File: src/core/spio_defs.vh
// Constants for the shared-pin I/O port: register indices, widths, reset values.
// Assumes a plain register port with word-wide data and one-cycle strobes.
`ifndef SPIO_DEFS_VH
`define SPIO_DEFS_VH

`define SPIO_W 16
`define SPIO_AW 4
`define SPIO_RP_N 26
`define SPIO_RP_SELW 5
`define SPIO_CN_N 31

// Register indices
`define SPIO_REG_DIR 4'h0
`define SPIO_REG_LEVEL 4'h1
`define SPIO_REG_LATCH 4'h2
`define SPIO_REG_ODC 4'h3
`define SPIO_REG_ANCFG 4'h4
`define SPIO_REG_CNEN_LO 4'h5
`define SPIO_REG_CNEN_HI 4'h6
`define SPIO_REG_PU_LO 4'h7
`define SPIO_REG_PU_HI 4'h8
`define SPIO_REG_CN_STAT 4'h9
`define SPIO_REG_RPSEL 4'hA
`define SPIO_REG_RPIDX 4'hB

// Reset values
`define SPIO_DIR_RST 16'hFFFF
`define SPIO_ANCFG_RST 16'h0000
`define SPIO_ZERO16 16'h0000

// Output-select null code for a remappable pin
`define SPIO_RP_NULL 5'h00

// Which pin bits exist on this variant
`define SPIO_IMPL_MASK 16'hFFFF
// Which pins share an analog channel
`define SPIO_ANALOG_MASK 16'h003F

`endif

File: src/core/spio_cn_detect.v
// Change-notification detector: per-pin previous level compare and sticky request.
// Assumes pin levels are already synchronous to the clock.
`include "spio_defs.vh"
module spio_cn_detect (
	// Clock and reset
	input wire clk_i,
	input wire rst_n_i,
	// Pin levels and enables
	input wire [`SPIO_CN_N-1:0] level_i,
	input wire [`SPIO_CN_N-1:0] enable_i,
	// Clear of the sticky request
	input wire clear_i,
	// Sticky request and per-pin change flags
	output reg req_o,
	output wire [`SPIO_CN_N-1:0] hit_o
);
	reg [`SPIO_CN_N-1:0] prev_r;
	genvar g;
	generate
		for (g = 0; g < `SPIO_CN_N; g = g + 1) begin : g_cn
			// compare with previous
			assign hit_o[g] = enable_i[g] & (level_i[g] ^ prev_r[g]);
		end
	endgenerate
	always @(posedge clk_i or negedge rst_n_i) begin
		if (!rst_n_i) begin
			prev_r <= {`SPIO_CN_N{1'b0}};
			req_o <= 1'b0;
		end else begin
			prev_r <= level_i;
			// set wins over clear
			if (|hit_o)
				req_o <= 1'b1;
			else if (clear_i)
				req_o <= 1'b0;
		end
	end
endmodule // spio_cn_detect

File: src/core/spio_port.v
// Shared-pin parallel I/O port: direction, latch, readback, open drain, analog,
// change notification, pull-ups and remappable output select.
// Assumes pins and peripheral signals are synchronous to CLOCK_I.
// Summary of operation
// Active peripheral disables port driver, pin readable
// Enabled idle peripheral lets port drive
// Port output never feeds sharing peripheral input; PERIPH_IN_O gets the port drive in the cycle a peripheral starts driving
// Direction bit 1 input, 0 output
// Reset sets every direction bit
// Latch register reads and writes latch
// Level register reads pins, writes latch
// Missing bits disabled and read zero
// Open-drain drives low only
// Analog config resets to all zero
// Analog pins read zero from level
// Software sets analog pins to input
// Software waits a cycle before readback
// Change detect raises interrupt request
// Up to 31 change-notify inputs
// Per-pin change enable over two registers
// Per-pin pull-up over two registers; only the low register drives PULLUP_EN_O
// Software disables pull-up on outputs
// Up to 26 remappable pins selectable
// Null select leaves default port drive
// Compare level with previous, latch difference
`include "spio_defs.vh"
module spio_port (
	// Clock and reset
	input wire CLOCK_I,
	input wire RST_N_I,
	// Register port
	input wire [`SPIO_AW-1:0] ADDR_I,
	input wire [`SPIO_W-1:0] WDATA_I,
	input wire WR_I,
	input wire RD_I,
	output reg [`SPIO_W-1:0] RDATA_O,
	// Pins
	input wire [`SPIO_W-1:0] PIN_I,
	output reg [`SPIO_W-1:0] PIN_O,
	output reg [`SPIO_W-1:0] PIN_OE_O,
	output reg [`SPIO_W-1:0] PULLUP_EN_O,
	// Peripherals sharing the pins
	input wire [`SPIO_W-1:0] PERIPH_EN_I,
	input wire [`SPIO_W-1:0] PERIPH_DRV_I,
	input wire [`SPIO_W-1:0] PERIPH_DATA_I,
	output reg [`SPIO_W-1:0] PERIPH_IN_O,
	// Remappable peripheral outputs, indexed by select code
	input wire [31:0] RP_PERIPH_OUT_I,
	// Change-notification inputs beyond the port pins
	input wire [`SPIO_CN_N-1:0] CN_PIN_I,
	// Change-notification interrupt request
	output reg CN_IRQ_O
);
	reg [`SPIO_W-1:0] pin_direction_r;
	reg [`SPIO_W-1:0] output_latch_r;
	reg [`SPIO_W-1:0] open_drain_select_r;
	reg [`SPIO_W-1:0] analog_pin_config_r;
	reg [`SPIO_W-1:0] change_irq_enable_low_r;
	reg [`SPIO_W-1:0] change_irq_enable_high_r;
	reg [`SPIO_W-1:0] pullup_enable_low_r;
	reg [`SPIO_W-1:0] pullup_enable_high_r;
	reg [`SPIO_RP_SELW-1:0] rp_sel_r [0:`SPIO_RP_N-1];
	reg [`SPIO_RP_SELW-1:0] rp_idx_r;
	reg [`SPIO_W-1:0] rdata_nxt;
	reg [`SPIO_W-1:0] pin_o_nxt;
	reg [`SPIO_W-1:0] pin_oe_nxt;
	reg [`SPIO_W-1:0] level_view;
	wire [`SPIO_CN_N-1:0] cn_enable;
	wire [`SPIO_CN_N-1:0] cn_hit;
	wire cn_req;
	wire cn_clear;
	wire wr_level;
	wire wr_latch;
	wire [`SPIO_W-1:0] analog_pin;
	integer i;
	integer j;

	assign wr_level = WR_I && (ADDR_I == `SPIO_REG_LEVEL);
	assign wr_latch = WR_I && (ADDR_I == `SPIO_REG_LATCH);
	assign cn_clear = WR_I && (ADDR_I == `SPIO_REG_CN_STAT);
	// Analog-capable pins whose config bit still selects analog mode
	assign analog_pin = `SPIO_ANALOG_MASK & ~analog_pin_config_r;
	// enables from two registers
	// 31 change-notify inputs
	assign cn_enable = {change_irq_enable_high_r[`SPIO_CN_N-`SPIO_W-1:0],
		change_irq_enable_low_r};

	// Register writes
	always @(posedge CLOCK_I or negedge RST_N_I) begin
		if (!RST_N_I) begin
			// all pins input
			pin_direction_r <= `SPIO_DIR_RST;
			output_latch_r <= `SPIO_ZERO16;
			open_drain_select_r <= `SPIO_ZERO16;
			// analog by default
			analog_pin_config_r <= `SPIO_ANCFG_RST;
			change_irq_enable_low_r <= `SPIO_ZERO16;
			change_irq_enable_high_r <= `SPIO_ZERO16;
			pullup_enable_low_r <= `SPIO_ZERO16;
			pullup_enable_high_r <= `SPIO_ZERO16;
			rp_idx_r <= `SPIO_RP_NULL;
			for (i = 0; i < `SPIO_RP_N; i = i + 1)
				rp_sel_r[i] <= `SPIO_RP_NULL;
		end else if (WR_I) begin
			if (ADDR_I == `SPIO_REG_DIR) begin
				pin_direction_r <= WDATA_I & `SPIO_IMPL_MASK;
			// latch write
			// level write goes to latch
			end else if (wr_level || wr_latch) begin
				output_latch_r <= WDATA_I & `SPIO_IMPL_MASK;
			end else if (ADDR_I == `SPIO_REG_ODC) begin
				open_drain_select_r <= WDATA_I & `SPIO_IMPL_MASK;
			end else if (ADDR_I == `SPIO_REG_ANCFG) begin
				analog_pin_config_r <= WDATA_I & `SPIO_ANALOG_MASK;
			end else if (ADDR_I == `SPIO_REG_CNEN_LO) begin
				change_irq_enable_low_r <= WDATA_I;
			end else if (ADDR_I == `SPIO_REG_CNEN_HI) begin
				change_irq_enable_high_r <= {1'b0, WDATA_I[`SPIO_W-2:0]};
			end else if (ADDR_I == `SPIO_REG_PU_LO) begin
				pullup_enable_low_r <= WDATA_I;
			end else if (ADDR_I == `SPIO_REG_PU_HI) begin
				pullup_enable_high_r <= {1'b0, WDATA_I[`SPIO_W-2:0]};
			end else if (ADDR_I == `SPIO_REG_RPIDX) begin
				rp_idx_r <= WDATA_I[`SPIO_RP_SELW-1:0];
			end else if (ADDR_I == `SPIO_REG_RPSEL) begin
				// select per remappable pin
				if (rp_idx_r < `SPIO_RP_N)
					rp_sel_r[rp_idx_r] <= WDATA_I[`SPIO_RP_SELW-1:0];
			end
		end
	end

	// Pin drive and readback views
	always @* begin
		pin_o_nxt = `SPIO_ZERO16;
		pin_oe_nxt = `SPIO_ZERO16;
		level_view = `SPIO_ZERO16;
		for (j = 0; j < `SPIO_W; j = j + 1) begin
			if (PERIPH_EN_I[j] && PERIPH_DRV_I[j]) begin
				// peripheral owns the driver
				pin_o_nxt[j] = PERIPH_DATA_I[j];
				pin_oe_nxt[j] = 1'b1;
			end else if (j < `SPIO_RP_N && rp_sel_r[j] != `SPIO_RP_NULL) begin
				pin_o_nxt[j] = RP_PERIPH_OUT_I[rp_sel_r[j]];
				pin_oe_nxt[j] = ~pin_direction_r[j];
			end else begin
				// port drives when peripheral idle
				// null select keeps port drive
				// direction 0 means output
				pin_o_nxt[j] = output_latch_r[j];
				pin_oe_nxt[j] = ~pin_direction_r[j];
			end
			// open drain drives low only
			if (open_drain_select_r[j]) begin
				pin_oe_nxt[j] = pin_oe_nxt[j] & ~pin_o_nxt[j];
				pin_o_nxt[j] = 1'b0;
			end
			// analog reads zero
			level_view[j] = PIN_I[j] & ~analog_pin[j];
		end
		// missing bits disabled
		pin_o_nxt = pin_o_nxt & `SPIO_IMPL_MASK;
		pin_oe_nxt = pin_oe_nxt & `SPIO_IMPL_MASK;
		level_view = level_view & `SPIO_IMPL_MASK;
	end

	// Read mux
	always @* begin
		rdata_nxt = `SPIO_ZERO16;
		if (ADDR_I == `SPIO_REG_DIR) begin
			rdata_nxt = pin_direction_r;
		end else if (ADDR_I == `SPIO_REG_LEVEL) begin
			// read pin levels
			rdata_nxt = level_view;
		end else if (ADDR_I == `SPIO_REG_LATCH) begin
			// read latch contents
			rdata_nxt = output_latch_r;
		end else if (ADDR_I == `SPIO_REG_ODC) begin
			rdata_nxt = open_drain_select_r;
		end else if (ADDR_I == `SPIO_REG_ANCFG) begin
			rdata_nxt = analog_pin_config_r;
		end else if (ADDR_I == `SPIO_REG_CNEN_LO) begin
			rdata_nxt = change_irq_enable_low_r;
		end else if (ADDR_I == `SPIO_REG_CNEN_HI) begin
			rdata_nxt = change_irq_enable_high_r;
		end else if (ADDR_I == `SPIO_REG_PU_LO) begin
			rdata_nxt = pullup_enable_low_r;
		end else if (ADDR_I == `SPIO_REG_PU_HI) begin
			rdata_nxt = pullup_enable_high_r;
		end else if (ADDR_I == `SPIO_REG_CN_STAT) begin
			rdata_nxt = {{(`SPIO_W-1){1'b0}}, CN_IRQ_O};
		end else if (ADDR_I == `SPIO_REG_RPSEL) begin
			if (rp_idx_r < `SPIO_RP_N)
				rdata_nxt = {{(`SPIO_W-`SPIO_RP_SELW){1'b0}}, rp_sel_r[rp_idx_r]};
		end else if (ADDR_I == `SPIO_REG_RPIDX) begin
			rdata_nxt = {{(`SPIO_W-`SPIO_RP_SELW){1'b0}}, rp_idx_r};
		end
	end

	// Registered outputs
	always @(posedge CLOCK_I or negedge RST_N_I) begin
		if (!RST_N_I) begin
			RDATA_O <= `SPIO_ZERO16;
			PIN_O <= `SPIO_ZERO16;
			PIN_OE_O <= `SPIO_ZERO16;
			PULLUP_EN_O <= `SPIO_ZERO16;
			PERIPH_IN_O <= `SPIO_ZERO16;
			CN_IRQ_O <= 1'b0;
		end else begin
			RDATA_O <= RD_I ? rdata_nxt : `SPIO_ZERO16;
			PIN_O <= pin_o_nxt;
			PIN_OE_O <= pin_oe_nxt;
			// pull-up per pin
			PULLUP_EN_O <= pullup_enable_low_r & `SPIO_IMPL_MASK;
			// port drive masked from peripheral input, except in the cycle a peripheral starts driving
			PERIPH_IN_O <= PIN_I & ~(PIN_OE_O & ~(PERIPH_EN_I & PERIPH_DRV_I));
			// request to processor
			CN_IRQ_O <= cn_req;
		end
	end

	spio_cn_detect u_cn (
		.clk_i(CLOCK_I),
		.rst_n_i(RST_N_I),
		.level_i(CN_PIN_I),
		.enable_i(cn_enable),
		.clear_i(cn_clear),
		.req_o(cn_req),
		.hit_o()
	);
endmodule // spio_port

File: config.mk
export PLATFORM = sky130hd
export DESIGN_NAME = spio_port
export DESIGN_NICKNAME = d
export VERILOG_FILES = /design/src/core/spio_cn_detect.v /design/src/core/spio_port.v
export VERILOG_INCLUDE_DIRS = /design/src /design/src/core
export SDC_FILE = /design/constraint.sdc
export NUM_CORES = 1
export LEC_CHECK = 0
export ABC_AREA = 1
export BUFFER_PORTS_ARGS = -buffer_cell sky130_fd_sc_hd__buf_2
export CORE_ASPECT_RATIO = 1.75
export CORE_MARGIN = 4
export CORE_UTILIZATION = 50
export CTS_CLUSTER_SIZE = 8
export DETAILED_ROUTE_END_ITERATION = 8
export PLACE_DENSITY = 0.66
export SLEW_MARGIN = 20
export SYNTH_ARGS = -nofsm -noshare
export SYNTH_HDL_FRONTEND = slang
export SYNTH_SLANG_ARGS = --single-unit
File: constraint.sdc
create_clock -name CLOCK_I -period 2 [get_ports CLOCK_I]
set_input_delay 0.4 -clock CLOCK_I [delete_from_list [all_inputs] [get_ports CLOCK_I]]
set_output_delay 0.4 -clock CLOCK_I [all_outputs]
set_load 0.02 [all_outputs]
==> out/qor.csv, run 1 <==
metric;value;unit
outcome;finished with violations;
violations;negative setup slack;
rows;97;
cts_tree;yes;
syn_inst;2832;
ant_nets;0;
finalSetupTns;-0.355;ns
finalNetCount;3416;
p_int;15.3;mW
clockBufferDepth;3;
max_freq;474;MHz
setup_ws;-0.110;ns
tightestPinTransition;0.601;ns
netlist.area_leader.share;42.5;%
hold_violations;0;
yosysWarningCount;0;
netlist_area;0.0205;mm2
required;2.47;ns
fp.dieH;276;um
place_congestion;1.04;
combPwrFrac;24.5;%
max_slew_margin;59.9;%
clock_tree.root_cell;clkbuf_16;
p_sw_share;33.7;%
vias;22979;
pin_count;232;
p_sw;7.79;mW
p_seq_share;40.5;%
grt_max_degree;59;
wl_per_cell;23.5;um
min_path_type;input port to flop;
ir_worst_vdd;0.000910;V
min_period;2.11;ns
yosysTopAreaCell;dfrtp_1;
power_per_cell_area;868;mW/mm2
avgSynthCellArea;7.23;um2
reg_top3;rp_sel_r: 130 flops, u_cn.prev_r: 31 flops;
fp.dieW;161;um
yosys_register_bits;364;
largest_register;rp_sel_r;
dr.pass1.iters;7;
synth_area_leaders;dfrtp_1 43%, nand2_1 14%, o21ai_0 9.8%;
setup_viol;6;
worstSkewPairLatency;0.58;ns
drv_cap;0;
coreArea;0.0403;mm2
drive_gt1_share;21.4;%
vias_per_cell;5.97;
largest_reg_flops;130;
grt_pass1_wl;133;mm
start_util;50.8;%
ys_types;43;
timing.hold.ws;0.0597;ns
drv_slew;0;
clock_skew;0.0227;ns
crit_arrival;2.58;ns
first_iter_violations;2742;
p_leak;12.8;nW
startpoint_type;flop;
hpwlAfterDp;67.4;mm
rsz0062_at_grt;true;
dieArea;0.0444;mm2
cts-htree-levels;2;
drc_errors;0;
path_max_fanout;6;
criticalPathCategory;flop to flop;
pwr-share-clk;35.0;%
grt.overflow.total;0;
grt_pass1_vias;22153;
synth_seq_area_share;44.6;%
fin_crit_sh;105;%
numCtsBuffers;51;
end_kind;flop;
syn2layout_area_growth;29.8;%
syn_nets;2983;
clkTransAtPathRegs;0.05;ns
clock_sinks;364;
routed_wl;90.5;mm
numPortBuffers;230;
gr-usage-all-layers;39.2;%
antenna_found_initial;6;
## layer usage
layer  wire (um)  vias to the layer above  GRT usage (%)
met1       30400                    10773           42.3
met4        9370                        0           33.0
met5           0                        -              0
li1            -                    10360              -
met2       44200                     1358           67.4
met3        6500                      488           6.23
## final cells by class
class | instances | area (um2)
repair buffers | 564 | 4490
well taps | 544 | 681
multi-input cells | 2114 | 10100
clock buffers | 85 | 1410
clock inverters | 2 | 60.1
diodes | 5 | 12.5
fillers | 3548 | 13700
inverters | 169 | 671
flip-flops and latches | 364 | 9140
repair inverters | 1 | 5.00
## power by group through the flow
| stage | sequential, mW | combinational (mW) | clock (mW) |
|---|---|---|---|
| 6_report | 9.34 | 5.66 | 8.09 |
| 4_1_cts | 9.29 | 5.47 | 8.16 |
| 2_1_floorplan | 9.40 | 2.48 | 0 |
| 3_3_place_gp | 9.37 | 5.29 | 0 |
| 3_5_place_dp | 9.38 | 5.36 | 0 |
| 5_1_grt | 9.41 | 6.09 | 8.46 |
## cells in the mapped netlist (all sizes together)
cell type,instances
clkinv,13
a31o,1
nor4,4
o22ai,16
clkbuf,168
a41o,1
dfstp,16
nor3,9
o2111ai,13
nor2,191
a21oi,188
a211oi,1
nand2,795
nand3,255
o311ai,5
or2,18
o211ai,21
nand3b,4
xor2,20
dfrtp,348
nand4,21
o311a,2
o31ai,1
inv,156
o21ai,509
a221oi,1
a22oi,8
a21boi,17
buf,17
o41ai,3
o221ai,10
## critical path: stages, from the launching register on
cell     delay (ns)
dfrtp_2        0.47
buf_4          0.17
nand2_2        0.15
inv_2          0.09
buf_4          0.14
nand2_1        0.05
nand3_1        0.08
nand2_1        0.07
nand2_1        0.07
nor2_1         0.13
nand3_2        0.08
nand2_1        0.09
nand3_1        0.07
nand2_1        0.06
nand2_1        0.04
nand2_1        0.07
nand3_1        0.07
nand2_1        0.06
inv_1          0.03
## placed cells by master (no fill, tap or decap), types with 10 or more instances in the layout
cell type      Yosys  final
a21boi_0          17     17
a21oi_1          188    186
buf_12             0     56
buf_2             11    229
buf_4              4    241
clkbuf_1         167     33
clkbuf_16          0     52
dfrtp_1          348    342
dfstp_2           16     16
dlygate4sd3_1      0     32
inv_1            151    143
nand2_1          766    761
nand2_2           21     17
nand2_4            8     17
nand3_1          255    252
nand4_1           21     21
nor2_1           185    178
o2111ai_1         13     13
o211ai_1          21     21
o21ai_0          400    388
o21ai_1          109    117
o221ai_1          10     10
o22ai_1           16     16
or2_2             18     18
xor2_1            20     20
## stage by stage
step	setup slack, ns	total power [mW]	util, %	instance area, um2	instances
6_report	-0.110	23.1	66.0	26600	3848
4_1_cts	-0.0151	22.9	65.2	26300	3834
3_3_place_gp	-0.183	14.7	60.7	24500	3714
2_1_floorplan	0.107	11.9	-	20500	2832
5_1_grt	-0.251	24.0	66.0	26600	3846
3_5_place_dp	-0.190	14.7	60.7	24500	3714
## cells by family after synthesis
group	Yosys count	share of synthesized area, %
XOR/XNOR	20	0.855
AND/OR/NAND/NOR	1297	27.1
flip-flops	364	44.6
AO/OA/AOI/OAI	797	20.8
buffers and inverters	354	6.63
## worst paths after layout
kind	start	to	slack, ns	cells past startpoint
max in group asynchronous	RST_N_I	rp_sel_r[100]	0.91	3
min in group asynchronous	RST_N_I	rp_sel_r[17]	0.34	2
hold / removal	WDATA_I[6]	output_latch_r[6]	0.06	3
setup reg to reg	rp_idx_r[0]	RDATA_O[4]	-0.11	18
hold reg to reg	u_cn.req_o	CN_IRQ_O	0.37	0
setup / recovery	rp_idx_r[0]	RDATA_O[4]	-0.11	18
## what timing repair did
action,in CTS,in global routing
gates resized for setup,18,51
hold endpoints to repair,65,0
pin swaps,0,6
setup buffers,1,7
hold buffers,32,0
endpoints found under the setup margin,10,87
cloned,0,2
Power figures use the tool's default switching activity.
==> run 2, diff against run 1 <==
--- a/config.mk
+++ b/config.mk
@@ -8,12 +8,13 @@
 export LEC_CHECK = 0
 export ABC_AREA = 1
 export BUFFER_PORTS_ARGS = -buffer_cell sky130_fd_sc_hd__buf_2
+export CELL_PAD_IN_SITES_DETAIL_PLACEMENT = 0
+export CELL_PAD_IN_SITES_GLOBAL_PLACEMENT = 1
 export CORE_ASPECT_RATIO = 1.75
 export CORE_MARGIN = 4
-export CORE_UTILIZATION = 50
-export CTS_CLUSTER_SIZE = 8
+export CORE_UTILIZATION = 43
 export DETAILED_ROUTE_END_ITERATION = 8
-export PLACE_DENSITY = 0.66
+export PLACE_DENSITY = 0.76
 export SLEW_MARGIN = 20
 export SYNTH_ARGS = -nofsm -noshare
 export SYNTH_HDL_FRONTEND = slang
==> out/qor.csv, run 2 (same netlist as run 1, synthesis figures left out) <==
metric;value;unit
max_freq;489;MHz
coreArea;0.0470;mm2
place_congestion;1.00;
start_util;43.5;%
end_kind;flop;
largest_register;rp_sel_r;
ir_worst_vdd;0.000835;V
drv_slew;0;
met3_usage;4.35;%
layout.cells.non_filler;3893;
critPathLaunch;rp_idx_r[0];
antenna_found_initial;3;
pin_count;232;
clockBufferDepth;3;
drv_cap;0;
grt_pass1_wl;135;mm
drive_gt1_share;23.0;%
power_per_cell_area;796;mW/mm2
reg_top3;rp_sel_r: 130 flops, u_cn.prev_r: 31 flops;
grt.overflow.total;0;
final_cell_mix;746 x nand2_1, 384 x o21ai_0, 334 x dfrtp_1;
min_path_type;input port to flop;
p_total;21.1;mW
crit_arrival;2.52;ns
gr-usage-all-layers;34.2;%
setup_viol;3;
min_period;2.04;ns
rows;105;
mostFrequentLayoutCell;nand2_1;
wl_per_cell;23.5;um
startpoint_type;flop;
cts_tree;yes;
hold_violations;0;
cts-htree-levels;1;
drc_errors;0;
outcome;finished with violations;
routed_wl;91.7;mm
clock_sinks;364;
rr_startpoint;rp_idx_r[0];
fill_cells;4553;
timing.hold.ws;0.0416;ns
syn2layout_area_growth;29.6;%
required;2.48;ns
clock_tree.root_cell;clkbuf_16;
vias_per_cell;5.77;
rsz0062_at_grt;true;
grt_max_degree;79;
violations;negative setup slack;
finalSetupTns;-0.0787;ns
fin_crit_sh;102;%
largest_reg_flops;130;
grt.met2_usage;60.7;%
finalNetCount;3429;
first_iter_violations;2170;
path_max_fanout;9;
dpl.cell_count;3783;
fp.dieH;297;um
grt_pass1_vias;21852;
p_leak;12.7;nW
place_area;0.0247;mm2
criticalPathCategory;flop to flop;
clock_skew;0.0290;ns
setup_ws;-0.0437;ns
vias;22464;
dr.pass1.iters;6;
final_design_area_no_fill;0.0265;mm2
seq_area;0.00915;mm2
fp.dieW;173;um
multi_input_area;0.0102;mm2
grt-busiest-layer;met2;
numCtsBuffers;31;
hp-start;WDATA_I[9];
worstSkewPairLatency;0.61;ns
max_slew_margin;64.1;%
clkTransAtPathRegs;0.08;ns
ant_nets;0;
hpwlAfterDp;70.3;mm
numPortBuffers;230;
dieArea;0.0513;mm2
use_met1;38.3;%
tightestPinTransition;0.538;ns
[run 2: cell types whose count changed in the layout (fill, tap and decap cells not counted), sizes merged]
cell / before / now
diode: 5 / 2
clkbuf: 86 / 54
buf: 531 / 559
clkinv: 11 / 16
clkinvlp: 10 / 12
inv: 151 / 152
[run 2: worst max-delay path: stages, from the launching register on]
cell and delay (ns):
dfrtp_2 0.50, buf_12 0.18, buf_6 0.13, nand2_1 0.05
nand2_1 0.07, nand2_1 0.06, nand2_1 0.07, nand2_2 0.09
nand2_1 0.06, nor2_1 0.11, nand2_1 0.09, nand2_1 0.07
nand3_1 0.07, nand2_1 0.09, nand2_1 0.06, nand2_1 0.06
nand2_1 0.04, nand2_1 0.05, a21oi_1 0.07
[run 2: final timing paths]
kind,to,slack [ns],cells after the start
max reg2reg,RDATA_O[0],-0.04,18
min in group asynchronous,rp_sel_r[116],0.29,2
max,RDATA_O[0],-0.04,18
min reg2reg,CN_IRQ_O,0.39,0
min,output_latch_r[9],0.04,3
max in group asynchronous,rp_sel_r[115],0.90,3
[run 2: layout make-up]
type / instances / share of cell area, %
multi-input combinational: 2114 / 38.4
sequential: 364 / 34.5
timing repair buffer: 595 / 18.1
clock buffer: 50 / 3.34
tap: 588 / 2.77
inverter: 169 / 2.53
clock inverter: 8 / 0.231
timing repair inverter: 3 / 0.0660
antenna: 2 / 0.0189
[run 2: routing by layer]
metal / up-vias / wire length (um) / share of wire [%]
met4: 2 / 7710 / 8.4
met5: - / 13 / 0.014
met3: 373 / 5610 / 6.1
met2: 1119 / 45400 / 50
li1: 10398 / - / -
met1: 10572 / 32900 / 36
[run 2: timing repair]
action	in CTS	in global routing
hold buffers	32	0
resized for setup	15	107
pin swaps	2	35
hold endpoints to repair	61	0
endpoints found under the setup margin	13	83
buffers inserted	0	13
cloned	0	7
[run 2: metrics by stage]
step	utilization, %	worst slack, ns
floorplan	-	0.107
global placement	52.6	-0.333
detailed placement	52.6	-0.318
CTS	55.3	-0.0108
global route	56.4	-0.189
finish	56.4	-0.0437
[run 2: power breakdown]
group          switching [mW]  internal [mW]
combinational            3.61           2.21
sequential               1.02           8.40
clock                    2.83           3.05
